File: src/asts_pkg.sv
package asts_pkg;
	// register byte offsets (apb, one word each)
	localparam logic [15:0] CTRL_STATUS_OFS = 16'h0000; // conv_ctrl_status_reg
	localparam logic [15:0] CONTROL_OFS     = 16'h0004; // conv_control_reg
	localparam logic [15:0] TRIG_SRC_OFS    = 16'hFEDC; // trigger_source_reg
	localparam logic [15:0] RESULT_BASE_OFS = 16'h0040; // 12 result words
	localparam int          NUM_CH          = 12;
	localparam int          RES_W           = 10;
	// conv_ctrl_status_reg fields
	localparam int FLAG_BIT     = 7;
	localparam int IRQEN_BIT    = 6;
	localparam int SCAN_HI_BIT  = 5;
	localparam int SCAN_LO_BIT  = 4;
	localparam int CHSEL_MSB    = 3;
	localparam int CHSEL_LSB    = 0;
	// conv_control_reg fields
	localparam int TRIGGER_ENABLE_BIT     = 7;
	localparam int CKS_BIT      = 6;
	localparam int GO_BIT       = 5;
	// trigger_source_reg: bit 7 low selects the timer match
	localparam int TSRC_BIT     = 7;
	localparam logic [7:0] TRIG_SRC_RST = 8'hFF;
	// scan mode codes
	localparam logic [1:0] MODE_SINGLE = 2'b00;
	localparam logic [1:0] MODE_SCAN4  = 2'b01;
	localparam logic [1:0] MODE_SCAN8  = 2'b10;
	localparam logic [1:0] MODE_SCAN12 = 2'b11;
	// timing in states (one state = one core_clk cycle)
	localparam logic [4:0] SYNC_SLOW   = 5'd10; // 10..17 states, cks=0
	localparam logic [4:0] SYNC_FAST   = 5'd6;  // 6..9 states, cks=1
	localparam logic [8:0] SPL_SLOW    = 9'd80;
	localparam logic [8:0] SPL_FAST    = 9'd40;
	localparam logic [8:0] CONV_SLOW   = 9'd256;
	localparam logic [8:0] CONV_FAST   = 9'd128;
	typedef enum logic [1:0] {ST_IDLE, ST_SYNC, ST_CONV} asts_state_t;
endpackage

File: src/asts_result_if.sv
`timescale 1ns/1ps
interface asts_result_if;
	logic       wrEn;
	logic [3:0] wrCh;
	logic [9:0] wrData;
	logic [3:0] rdCh;
	logic [9:0] rdData;
	modport ctrl (output wrEn, output wrCh, output wrData, output rdCh,
		input rdData);
	modport mem (input wrEn, input wrCh, input wrData, input rdCh,
		output rdData);
endinterface

File: src/asts_result_mem.sv
`timescale 1ns/1ps
// one result word per channel; read data registered
module asts_result_mem (
	input  wire logic   core_clk,
	input  wire logic   rst_n,
	asts_result_if.mem  res
);
	logic [9:0] memQ [12];

	// each channel keeps its value until that channel converts again
	always_ff @(posedge core_clk or negedge rst_n) begin
		if (!rst_n) begin
			for (int i = 0; i < 12; i++)
				memQ[i] <= 10'h000;
		end else if (res.wrEn) begin
			memQ[res.wrCh] <= res.wrData;
		end
	end

	// registered read port, an index past the array reads zero
	always_ff @(posedge core_clk or negedge rst_n) begin
		if (!rst_n)
			res.rdData <= 10'h000;
		else if (res.rdCh < 4'd12)
			res.rdData <= memQ[res.rdCh];
		else
			res.rdData <= 10'h000;
	end
endmodule

File: src/asts_sequencer.sv
`timescale 1ns/1ps
module asts_sequencer (
	input  wire logic        core_clk,
	input  wire logic        rst_n,
	input  wire logic        psel,
	input  wire logic        penable,
	input  wire logic        pwrite,
	input  wire logic [15:0] paddr,
	input  wire logic [31:0] pwdata,
	output logic             pready,
	output logic [31:0]      prdata,
	output logic             pslverr,
	input  wire logic        port7_bit1,
	input  wire logic        timer_compare_output,
	input  wire logic        transfer_engine_ack,
	input  wire logic [9:0]  adc_result,
	output logic             port7_is_trigger,
	output logic             sampling,
	output logic [3:0]       adc_channel,
	output logic             conversion_end_irq
);
	asts_result_if res ();
	asts_result_mem uMem (
		.core_clk (core_clk),
		.rst_n    (rst_n),
		.res      (res)
	);

	logic                     flagQ, irqEnQ, trgeQ, cksQ, goQ;
	logic [1:0]               modeQ;
	logic [3:0]               chSelQ, chQ;
	logic [7:0]               tsrcQ;
	logic                     flagSeenQ, trigPrevQ, trigHitQ;
	logic [8:0]               cntQ;
	logic                     firstQ;
	asts_pkg::asts_state_t    stateQ;
	logic                     wrAcc, rdAcc, convDone, groupDone, trigIn;
	logic                     trigFall, goWr1, goWr0, flagRdSet;
	logic [3:0]               grpBase, grpLast;
	logic [4:0]               syncLen;
	logic [8:0]               convLen, splLen;
	logic [15:0]              resIdx;

	// channel count of a scan code
	function automatic logic [3:0] grp_size(input logic [1:0] m);
		case (m)
			asts_pkg::MODE_SCAN4:  grp_size = 4'd4;
			asts_pkg::MODE_SCAN8:  grp_size = 4'd8;
			asts_pkg::MODE_SCAN12: grp_size = 4'd12;
			default:               grp_size = 4'd1;
		endcase
	endfunction

	// first channel of the aligned group holding the selected channel
	function automatic logic [3:0] grp_base(input logic [1:0] m,
		input logic [3:0] c);
		case (m)
			asts_pkg::MODE_SCAN4:  grp_base = {c[3:2], 2'b00};
			asts_pkg::MODE_SCAN8:  grp_base = {c[3], 3'b000};
			asts_pkg::MODE_SCAN12: grp_base = 4'd0;
			default:               grp_base = c;
		endcase
	endfunction

	assign pready  = 1'b1; // zero wait states
	assign wrAcc   = psel && penable && pwrite;
	assign rdAcc   = psel && penable && !pwrite;
	assign grpBase = grp_base(modeQ, chSelQ);
	assign grpLast = 4'(grpBase + grp_size(modeQ) - 4'd1);
	assign syncLen = cksQ ? asts_pkg::SYNC_FAST : asts_pkg::SYNC_SLOW;
	assign splLen  = cksQ ? asts_pkg::SPL_FAST : asts_pkg::SPL_SLOW;
	assign convLen = cksQ ? asts_pkg::CONV_FAST : asts_pkg::CONV_SLOW;
	assign resIdx  = 16'(paddr - asts_pkg::RESULT_BASE_OFS) >> 2;

	// trigger source: timer match when selected, otherwise the pin
	assign port7_is_trigger = trgeQ;
	assign trigIn = tsrcQ[asts_pkg::TSRC_BIT] ? port7_bit1
		: timer_compare_output;
	assign trigFall = trgeQ && trigPrevQ && !trigIn;

	assign goWr1 = wrAcc && paddr == asts_pkg::CONTROL_OFS
		&& pwdata[asts_pkg::GO_BIT];
	assign goWr0 = wrAcc && paddr == asts_pkg::CONTROL_OFS
		&& !pwdata[asts_pkg::GO_BIT];
	assign convDone  = stateQ == asts_pkg::ST_CONV && cntQ == convLen - 9'd1;
	assign groupDone = convDone && (modeQ == asts_pkg::MODE_SINGLE
		|| chQ == grpLast);
	assign flagRdSet = rdAcc && paddr == asts_pkg::CTRL_STATUS_OFS && flagQ;

	// edge detector on the already-synchronous trigger input
	always_ff @(posedge core_clk or negedge rst_n) begin
		if (!rst_n) begin
			trigPrevQ <= 1'b1;
			trigHitQ  <= 1'b0;
		end else begin
			trigPrevQ <= trigIn;
			trigHitQ  <= trigFall; // go follows one state later
		end
	end

	// control register and go bit
	always_ff @(posedge core_clk or negedge rst_n) begin
		if (!rst_n) begin
			trgeQ <= 1'b0;
			cksQ  <= 1'b0;
			goQ   <= 1'b0;
		end else begin
			if (wrAcc && paddr == asts_pkg::CONTROL_OFS) begin
				trgeQ <= pwdata[asts_pkg::TRIGGER_ENABLE_BIT];
				cksQ  <= pwdata[asts_pkg::CKS_BIT];
			end
			// hardware set beats a simultaneous software clear
			if (goWr1 || trigHitQ)
				goQ <= 1'b1;
			else if (groupDone && modeQ == asts_pkg::MODE_SINGLE)
				goQ <= 1'b0;
			else if (goWr0)
				goQ <= 1'b0; // only software stops a scan
		end
	end

	// status and trigger source registers: mode, channel select, irq enable, source
	always_ff @(posedge core_clk or negedge rst_n) begin
		if (!rst_n) begin
			modeQ  <= asts_pkg::MODE_SINGLE;
			chSelQ <= 4'h0;
			irqEnQ <= 1'b0;
			tsrcQ  <= asts_pkg::TRIG_SRC_RST;
		end else if (wrAcc) begin
			if (paddr == asts_pkg::CTRL_STATUS_OFS) begin
				modeQ  <= pwdata[asts_pkg::SCAN_HI_BIT:asts_pkg::SCAN_LO_BIT];
				chSelQ <= pwdata[asts_pkg::CHSEL_MSB:asts_pkg::CHSEL_LSB];
				irqEnQ <= pwdata[asts_pkg::IRQEN_BIT];
			end
			if (paddr == asts_pkg::TRIG_SRC_OFS)
				tsrcQ <= pwdata[7:0];
		end
	end

	// end flag: set wins over any clear in the same cycle
	always_ff @(posedge core_clk or negedge rst_n) begin
		if (!rst_n) begin
			flagQ     <= 1'b0;
			flagSeenQ <= 1'b0;
		end else if (groupDone) begin
			flagQ     <= 1'b1;
			flagSeenQ <= 1'b0;
		end else if (transfer_engine_ack) begin
			flagQ     <= 1'b0;
			flagSeenQ <= 1'b0;
		end else if (wrAcc && paddr == asts_pkg::CTRL_STATUS_OFS
			&& !pwdata[asts_pkg::FLAG_BIT] && flagSeenQ) begin
			flagQ     <= 1'b0;
			flagSeenQ <= 1'b0;
		end else if (flagRdSet) begin
			flagSeenQ <= 1'b1; // arms the clear
		end
	end

	assign conversion_end_irq = flagQ && irqEnQ;

	// conversion sequencer
	always_ff @(posedge core_clk or negedge rst_n) begin
		if (!rst_n) begin
			stateQ <= asts_pkg::ST_IDLE;
			cntQ   <= 9'd0;
			chQ    <= 4'h0;
			firstQ <= 1'b0;
		end else begin
			case (stateQ)
				asts_pkg::ST_IDLE: begin
					cntQ <= 9'd0;
					if (goQ) begin
						stateQ <= asts_pkg::ST_SYNC;
						chQ    <= grpBase;
						firstQ <= 1'b1;
					end
				end
				asts_pkg::ST_SYNC: begin
					// the idle step counts toward the delay, so the shortest
					// delay gives totals of 266 slow and 134 fast
					if (cntQ == 9'(syncLen) - 9'd2) begin
						stateQ <= asts_pkg::ST_CONV;
						cntQ   <= 9'd0;
					end else begin
						cntQ <= cntQ + 9'd1;
					end
				end
				asts_pkg::ST_CONV: begin
					if (!goQ) begin
						stateQ <= asts_pkg::ST_IDLE;
					end else if (convDone) begin
						cntQ   <= 9'd0;
						firstQ <= 1'b0;
						if (modeQ == asts_pkg::MODE_SINGLE)
							stateQ <= asts_pkg::ST_IDLE;
						else if (chQ == grpLast)
							chQ <= grpBase; // restart, no sync delay
						else
							chQ <= chQ + 4'd1;
					end else begin
						cntQ <= cntQ + 9'd1;
					end
				end
				default: stateQ <= asts_pkg::ST_IDLE;
			endcase
		end
	end

	// sampling window leads every conversion
	assign sampling    = stateQ == asts_pkg::ST_CONV && cntQ < splLen;
	assign adc_channel = chQ;

	assign res.wrEn   = convDone && goQ;
	assign res.wrCh   = chQ;
	assign res.wrData = adc_result;
	assign res.rdCh   = resIdx[3:0];

	// read mux; result reads use the memory's registered port, which the
	// setup cycle has already loaded with the addressed word
	always_comb begin
		prdata  = 32'h0000_0000;
		pslverr = 1'b0;
		if (paddr == asts_pkg::CTRL_STATUS_OFS)
			prdata[7:0] = {flagQ, irqEnQ, modeQ, chSelQ};
		else if (paddr == asts_pkg::CONTROL_OFS)
			prdata[7:0] = {trgeQ, cksQ, goQ, 5'h00};
		else if (paddr == asts_pkg::TRIG_SRC_OFS)
			prdata[7:0] = tsrcQ;
		else if (paddr >= asts_pkg::RESULT_BASE_OFS && resIdx < 16'd12
			&& paddr[1:0] == 2'b00)
			prdata[9:0] = res.rdData;
		else
			pslverr = psel && penable;
	end

	property p_go_after_edge;
		@(posedge core_clk) disable iff (!rst_n)
		trigFall |-> ##2 goQ;
	endproperty
	a_go_after_edge: assert property (p_go_after_edge)
		else $error("go not set after trigger edge");

	property p_go_one_state;
		@(posedge core_clk) disable iff (!rst_n)
		(trigFall && !goQ && !goWr1 && !trigHitQ) |=> !goQ ##1 goQ;
	endproperty
	a_go_one_state: assert property (p_go_one_state)
		else $error("go not set exactly one state after edge");

	property p_irq;
		@(posedge core_clk) disable iff (!rst_n)
		(groupDone && irqEnQ) |=> conversion_end_irq;
	endproperty
	a_irq: assert property (p_irq)
		else $error("irq missing after group end");

	property p_flag_set;
		@(posedge core_clk) disable iff (!rst_n)
		groupDone |=> flagQ;
	endproperty
	a_flag_set: assert property (p_flag_set)
		else $error("end flag not set");

	property p_no_blind_clear;
		@(posedge core_clk) disable iff (!rst_n)
		(flagQ && !flagSeenQ && !transfer_engine_ack) |=> flagQ;
	endproperty
	a_no_blind_clear: assert property (p_no_blind_clear)
		else $error("flag cleared without prior read");

	property p_dte_clear;
		@(posedge core_clk) disable iff (!rst_n)
		(transfer_engine_ack && !groupDone) |=> !flagQ;
	endproperty
	a_dte_clear: assert property (p_dte_clear)
		else $error("transfer service did not clear flag");

	property p_scan_go_holds;
		@(posedge core_clk) disable iff (!rst_n)
		(goQ && modeQ != asts_pkg::MODE_SINGLE && !goWr0) |=> goQ;
	endproperty
	a_scan_go_holds: assert property (p_scan_go_holds)
		else $error("go cleared itself in scan");

	property p_single_go_clears;
		@(posedge core_clk) disable iff (!rst_n)
		(groupDone && modeQ == asts_pkg::MODE_SINGLE && !goWr1
			&& !trigHitQ) |=> !goQ;
	endproperty
	a_single_go_clears: assert property (p_single_go_clears)
		else $error("go not cleared in single mode");

	property p_sync_delay;
		@(posedge core_clk) disable iff (!rst_n)
		(stateQ == asts_pkg::ST_IDLE && goQ && !cksQ)
		|=> (stateQ == asts_pkg::ST_SYNC && cntQ == 9'd0)
		##8 (stateQ == asts_pkg::ST_SYNC && cntQ == 9'd8)
		##1 (stateQ == asts_pkg::ST_CONV && cntQ == 9'd0);
	endproperty
	a_sync_delay: assert property (p_sync_delay)
		else $error("sync delay wrong in slow setting");

	property p_sync_fast;
		@(posedge core_clk) disable iff (!rst_n)
		(stateQ == asts_pkg::ST_IDLE && goQ && cksQ)
		|=> (stateQ == asts_pkg::ST_SYNC && cntQ == 9'd0)
		##4 (stateQ == asts_pkg::ST_SYNC && cntQ == 9'd4)
		##1 (stateQ == asts_pkg::ST_CONV && cntQ == 9'd0);
	endproperty
	a_sync_fast: assert property (p_sync_fast)
		else $error("sync delay wrong in fast setting");

	property p_scan_wrap;
		@(posedge core_clk) disable iff (!rst_n)
		(convDone && goQ && modeQ != asts_pkg::MODE_SINGLE
			&& chQ == grpLast) |=> (stateQ == asts_pkg::ST_CONV
			&& cntQ == 9'd0 && chQ == grpBase);
	endproperty
	a_scan_wrap: assert property (p_scan_wrap)
		else $error("scan did not restart at group base");
endmodule

File: config.mk
export PLATFORM = sky130hd
export DESIGN_NAME = asts_sequencer
export DESIGN_NICKNAME = d
export VERILOG_FILES = /design/src/asts_pkg.sv /design/src/asts_result_if.sv /design/src/asts_result_mem.sv /design/src/asts_sequencer.sv
export SDC_FILE = /design/constraint.sdc
export NUM_CORES = 1
export LEC_CHECK = 0
export ABC_AREA = 1
export BUFFER_PORTS_ARGS = -buffer_cell sky130_fd_sc_hd__buf_2
export CAP_MARGIN = 20
export CORE_MARGIN = 1
export CORE_UTILIZATION = 45
export CTS_CLUSTER_SIZE = 24
export DETAILED_ROUTE_END_ITERATION = 7
export GPL_TIMING_DRIVEN = 0
export PLACE_DENSITY_LB_ADDON = 0.25
export SLEW_MARGIN = 30
export SYNTH_ARGS = -nofsm -noshare
export SYNTH_HDL_FRONTEND = slang
export SYNTH_SLANG_ARGS = --single-unit
export TNS_END_PERCENT = 20
File: constraint.sdc
create_clock -name core_clk -period 2.05 [get_ports core_clk]
set_input_delay 0.205 -clock core_clk [delete_from_list [all_inputs] [get_ports core_clk]]
set_output_delay 0.205 -clock core_clk [all_outputs]
set_load 0.02 [all_outputs]
=== Yosys cells after proc, flatten, opt, wreduce, memory -nomap -nowiden ===
Index checks and enable logic that the tools add are counted.

* Logic and storage cells: 152
* Bits in registers: 167
* Output and inout bits: 41

* Equal/unequal tests: 17
* Order comparisons: 7
* Multiplexer cells: 50
* Add/sub/neg operators: 7
* Reductions and logical operators: 42
* Bitwise gates (word level): 2

{| class="wikitable"
|+ Operators with widths
! cell !! number
|-
| bitwise mux 120 bit || 1
|-
| two-way mux 10 bit || 5
|-
| binary-select mux 10 bit (select 4 bit) || 1
|-
| demux 10 bit (select 4 bit) || 1
|-
| two-way mux 9 bit || 4
|-
| case mux 9 bit (3 select lines) || 1
|-
| two-way mux 4 bit || 6
|-
| two-way mux 8 bit || 3
|-
| case mux 4 bit (3 select lines) || 2
|-
| logical AND 1 bit || 22
|-
| equality test 9 bit || 2
|-
| equality test 16 bit, second input constant || 1
|-
| equality test 16 x 3 -> 1 bit, second input constant || 1
|-
| greater-or-equal comparator 16 x 7 -> 1 bit, second input constant || 1
|-
| zero test 16 bit || 1
|-
| two-way mux 2 bit || 8
|-
| subtractor 16 x 7 -> 16 bit, second input constant || 1
|-
| two-way mux 1 bit || 15
|-
| < comparator 14 x 4 -> 1 bit, second input constant || 1
|-
| greater-or-equal comparator 5 bit, second input constant || 2
|-
| != test 2 bit, second input constant || 5
|-
| NOT 4 -> 5 bit || 2
|-
| adder 9 x 1 -> 9 bit, second input constant || 1
|-
| < comparator 9 x 7 -> 1 bit || 1
|-
| 23 further kinds || 37
|}

=== Longest topological paths before layout ===
* Depth after elaboration: 10
* Depth in mapped cells: 19

=== By module ===
Synthesis repeated with hierarchy kept, for this count alone.

* Cells, all modules: 1085
* Area, all modules: 8634.5 um^2

{| class="wikitable"
|+ Modules (own cells, without submodules)
! module !! area an instance (um^2) !! seq. area each (um^2) !! times used !! cells each
|-
| asts_result_mem || 5878.1 || 3253.1 || 1 || 704
|-
| asts_sequencer || 2756.4 || 937.1 || 1 || 381
|}

=== Least setup slack after synthesis ===
Ideal clock, no wire load.

* Kind: flip-flop to flip-flop
* Start point: register modeQ[1]
* End point: register chQ[1], in the netlist adc_channel[1]
* Cell stages (with the launch flop): 13
* Clock period less this slack: 2.212 ns
* Required time: 1.933 ns
* Arrival: 2.095 ns
* Setup time: 0.117 ns
* Slack: -0.162 ns
* Buffers on the path: 0
* Path through: dfrtp_1 nor2_1 inv_1 nor2_1 fa_1 xnor2_1 nand3_1 nor2_1 nand2_1 nand2_1 nand2_1 nand3_1 nand2_1

* Longest elaborated chain between the ends: 10
* Elaborated cells between the ends (all ways): 17
* Classes of those cells: add/sub: 2; eq/ne: 5; mux: 8; reduce/logical: 2

{| class="wikitable"
|+ Ends and longest elaborated chain
! element !! RTL line !! text
|-
| from (decl) || asts_sequencer.sv:30 || <nowiki>logic [1:0] modeQ;</nowiki>
|-
| from (signal assigned) || asts_sequencer.sv:125 || <nowiki>modeQ <= asts_pkg::MODE_SINGLE;</nowiki>
|-
| from (signal assigned) || asts_sequencer.sv:131 || <nowiki>modeQ <= pwdata[asts_pkg::SCAN_HI_BIT:asts_pkg::SCAN_LO_BIT];</nowiki>
|-
| equality test 2 bit / equality test 2 x 1 -> 1 bit (equally long branches) || asts_sequencer.sv:46, asts_sequencer.sv:57 ||
|-
| case mux 4 bit (3 select lines) (on tied branches) || asts_sequencer.sv:57, asts_sequencer.sv:46 ||
|-
| adder 4 bit || asts_sequencer.sv:69 || <nowiki>assign grpLast = 4'(grpBase + grp_size(modeQ) - 4'd1);</nowiki>
|-
| subtractor 4 x 1 -> 4 bit || asts_sequencer.sv:69 ||
|-
| equality test 4 bit || asts_sequencer.sv:197 || <nowiki>else if (chQ == grpLast)</nowiki>
|-
| two-way mux 4 bit || asts_sequencer.sv:197 ||
|-
| two-way mux 4 bit || asts_sequencer.sv:195 || <nowiki>if (modeQ == asts_pkg::MODE_SINGLE)</nowiki>
|-
| two-way mux 4 bit || asts_sequencer.sv:192 || <nowiki>end else if (convDone) begin</nowiki>
|-
| two-way mux 4 bit || asts_sequencer.sv:190 || <nowiki>if (!goQ) begin</nowiki>
|-
| case mux 4 bit (2 select lines) || asts_sequencer.sv:170 || <nowiki>case (stateQ)</nowiki>
|-
| to (signal assigned) || asts_sequencer.sv:175 || <nowiki>chQ <= grpBase;</nowiki>
|-
| to (signal assigned) || asts_sequencer.sv:198 || <nowiki>chQ <= grpBase;</nowiki>
|-
| to (signal assigned) || asts_sequencer.sv:200 || <nowiki>chQ <= chQ + 4'd1;</nowiki>
|-
| to (decl) || asts_sequencer.sv:31 || <nowiki>logic [3:0] chSelQ, chQ;</nowiki>
|}

Parallel ways exist; a longest one is shown, timed or not. The select of a mux whose other input is x is not followed.
A chain may end at the register's enable or synchronous reset.

=== Worst setup path after layout ===
* Start point: register modeQ[1]
* End point: register chQ[0], in the netlist adc_channel[0]

The elaborated chain is that of the path after synthesis.

==> qor.txt <==
status - complete, but fails checks
violated checks - setup timing
Final Instance Count excl. Fillers - 1,466
antenna diode count - 0
critical path data arrival time - 2.66 ns
PwrDens - 769 nW/µm²
most frequent cell after synthesis - nand2_1
post-route ant nets - 0
flops & latches, synth - 167
routability congestion estimate - 0.937
crit end category - register
Worst-Skew Late Latency - 0.44 ns
Avg Cell Area, Syn - 8.22 µm²
clock root buffer - clkbuf_16
Max transition margin - 0.481
synthesized-area fraction occupied by xor and xnor cells - 0.0108
Post-Synth Adder-Cell Area - 0.0233
Clock power frac - 0.407
Area Growth Syn to Fin - 16.4%
Tcrit/Tclk final - 1.12
DPL Wire Length - 17,100 µm
number of global-route vias before repair - 7,132
EDFF count, synth - 0
Vias/cell - 5.15
Synth Area in Simple Gates - 0.254
Post-synth top cells - 295 x nand2_1, 158 x dfrtp_1, 98 x nor2_1
WL final - 24,200 µm
Synth area leader - dfrtp_1
switching pwr - 2.37 mW
DRT iter0 DRCs - 653
Worst Tran Pin Value - 0.778 ns
Worst Path Max Fanout - 6
final setup margin - -0.240 ns
fraction of registers with async set/reset - 1.00
max cap viols - 0
global-route wire length before repair - 38,500 µm
hold depth - 2
post-synthesis mux area share - 0.00126
Die Y - 143 µm
placed cell count - 1,429
Hold Vio Cnt, Final - 0
post-synth cell types - 41
die area - 20,300 µm²
I/O pins - 107
Max H-tree Level - 4
gr usage total - 0.252
CTS tree - yes
P_int - 5.60 mW
site row count - 51
CTS Buf Count - 17
initial core utilization - 0.459
DIE WIDTH - 143 µm
clk buf depth - 2
final core utilization - 0.534
count of buffers from port buffering - 59
global route overflow - 0
unrepaired setup endpoints after global routing - true
largest family of logic cells by synthesized area - simple AND/OR/NAND/NOR gates
fillcell total - 1,887
CP Launch Type - register
clock-pin transition on the worst setup and hold timing paths - 0.06 ns
Synth top area share - 0.444
DRC errors left - 0
FMAX - 0.437 GHz
initial antenna violation count - 0
wire length per cell - 16.5 µm
largest net degree at the start of global routing - 88
Sw Share - 0.297
DR pass1 iterations - 5
hold slack final - 0.0148 ns
Mapped Area - 8900 µm²
Sequential Power Share - 0.434
r2r setup slk - -0.24 ns
R2R cell count - 14
layout cells sized above 1 - 0.193
Gate Count Post-Synth - 1,083
Layout Skew - 0.0130 ns
fin nets - 1,270
Core Area - 19,400 µm²
DR vias - 7,550
Syn. warnings - 0
Worst Setup Path Type - reg -> reg
top cells by area, synth - dfrtp_1 44%, nand2_1 12%, nand3_1 4.3%, o21ai_0 4.3%, nor2_1 4.1%
# setup viols final - 6
Final Slew Violations - 0
Synth Area in Compound Gates - 0.143
Logic pwr share - 0.159
worst hold path class - in -> reg
register area share after synthesis - 0.471
Final min period - 2.29 ns
clock sink count - 167
VDD IR max - 0.577 mV
Leak Pwr - 5.03 nW
Crit path required time - 2.42 ns
top_reg_cell synth - dfrtp_1
## cell usage in the layout, fill, tap and decap left out, types with 4 or more instances in the layout
| master | synthesis | layout |
|---|---|---|
| nor2_1 | 98 | 93 |
| xor2_1 | 7 | 7 |
| dlygate4sd1_1 | 4 | 4 |
| inv_1 | 66 | 63 |
| nor2_2 | 3 | 4 |
| ha_1 | 15 | 14 |
| inv_2 | 5 | 8 |
| o21ai_0 | 76 | 76 |
| conb_1 | 2 | 23 |
| a31oi_1 | 4 | 4 |
| buf_4 | 25 | 28 |
| xnor2_1 | 4 | 4 |
| clkbuf_16 | 0 | 17 |
| buf_6 | 18 | 18 |
| clkbuf_1 | 33 | 27 |
| nand3_1 | 77 | 75 |
| dfstp_2 | 9 | 9 |
| o211ai_1 | 31 | 31 |
| clkinvlp_4 | 0 | 5 |
| buf_2 | 2 | 63 |
| o21ai_2 | 24 | 24 |
| nor3_1 | 10 | 10 |
| nor2_4 | 2 | 6 |
| o21ai_1 | 72 | 72 |
| nand2_1 | 295 | 291 |
| dfrtp_1 | 158 | 157 |
| nand2_2 | 11 | 15 |
| nand3_4 | 9 | 9 |
| a21oi_1 | 7 | 6 |
## cells by family (layout without fill, tap and decap cells)
family                     after synthesis  after routing
and+or+nand+nor                        514            514
AOI/OAI and AO/OA                      217            217
DFF                                    167            167
buffers and inverters                  155            252
adders and majority gates               16             16
xor gates and xnor gates                11             11
other                                    2             23
muxes                                    1              1
## worst max-delay path, cell delays in order (launching register included)
cell and delay (ns):
dfrtp_2 0.46, nor2_4 0.12, inv_2 0.05, ha_4 0.25
inv_2 0.03, fa_1 0.49, xnor2_1 0.11, nand3_1 0.11
nor2_2 0.13, nand2_2 0.12, nand2_2 0.10, nand2_1 0.05
nand2_1 0.06, nand2_1 0.05, nand2_1 0.08
## what timing repair did
action	4_1_cts	5_1_grt
setup buffers	2	0
endpoints found under the setup margin	32	65
pin swaps	6	5
endpoints found under the hold margin	77	0
hold buffers	3	0
resized for setup	12	23
## state kept, by name (all words and copies together), names as in the netlist
register,cells
cksQ,1
uMem.res.rdData,10
modeQ,2
trigHitQ,1
flagQ,1
flagSeenQ,1
stateQ,2
chSelQ,4
trigPrevQ,1
uMem.memQ,120
goQ,1
irqEnQ,1
tsrcQ,8
cntQ,9
port7_is_trigger,1
adc_channel,4
## power groups by stage
stage	clock network, mW	logic [mW]	registers, mW
floorplan	0	0.817	3.52
global placement	0	1.22	3.52
global route	3.39	1.42	3.47
CTS	3.26	1.25	3.46
finish	3.25	1.26	3.46
detailed placement	0	1.23	3.52
## per-layer routing
metal  wire length [µm]  GRT usage  up-vias
met2              11400      0.411      258
met1              10900      0.340     3556
met3               1460     0.0436       35
met5                  0          0        -
li1                   -          -     3701
met4                489     0.0815        0
## path summary, 6_finish.rpt
check	startpoint	end
worst max-delay path	modeQ[1]	adc_channel[0]
worst min-delay path	timer_compare_output	trigPrevQ
worst max register to register	modeQ[1]	adc_channel[0]
worst min register to register	tsrcQ[5]	tsrcQ[5]
max in group asynchronous	rst_n	uMem.memQ[51]
min in group asynchronous	rst_n	cntQ[4]
## cell type report
class | instances | area, µm² | share of cell area
plain buffers | 84 | 606 | 0.0585
clock buffers | 18 | 439 | 0.0424
clock inverters | 14 | 148 | 0.0143
inverters | 71 | 267 | 0.0257
multi-input cells | 782 | 4000 | 0.386
flip-flops and latches | 167 | 4190 | 0.405
well taps | 265 | 332 | 0.0320
repair buffers | 65 | 378 | 0.0365
## per-stage QoR
stage / instance area [µm²] / setup slack, ns / setup TNS (ns) / power, mW
after floorplan: 8990 / -0.0390 / -0.147 / 4.34
after global routing: 10400 / -0.418 / -3.03 / 8.28
after CTS: 10300 / -0.215 / -1.09 / 7.98
after global placement: 9620 / -1.85 / -299.80 / 4.73
after detailed placement: 9650 / -0.306 / -3.04 / 4.75
final: 10400 / -0.240 / -1.20 / 7.97
Note: power is estimated with default switching activity, not from simulation.
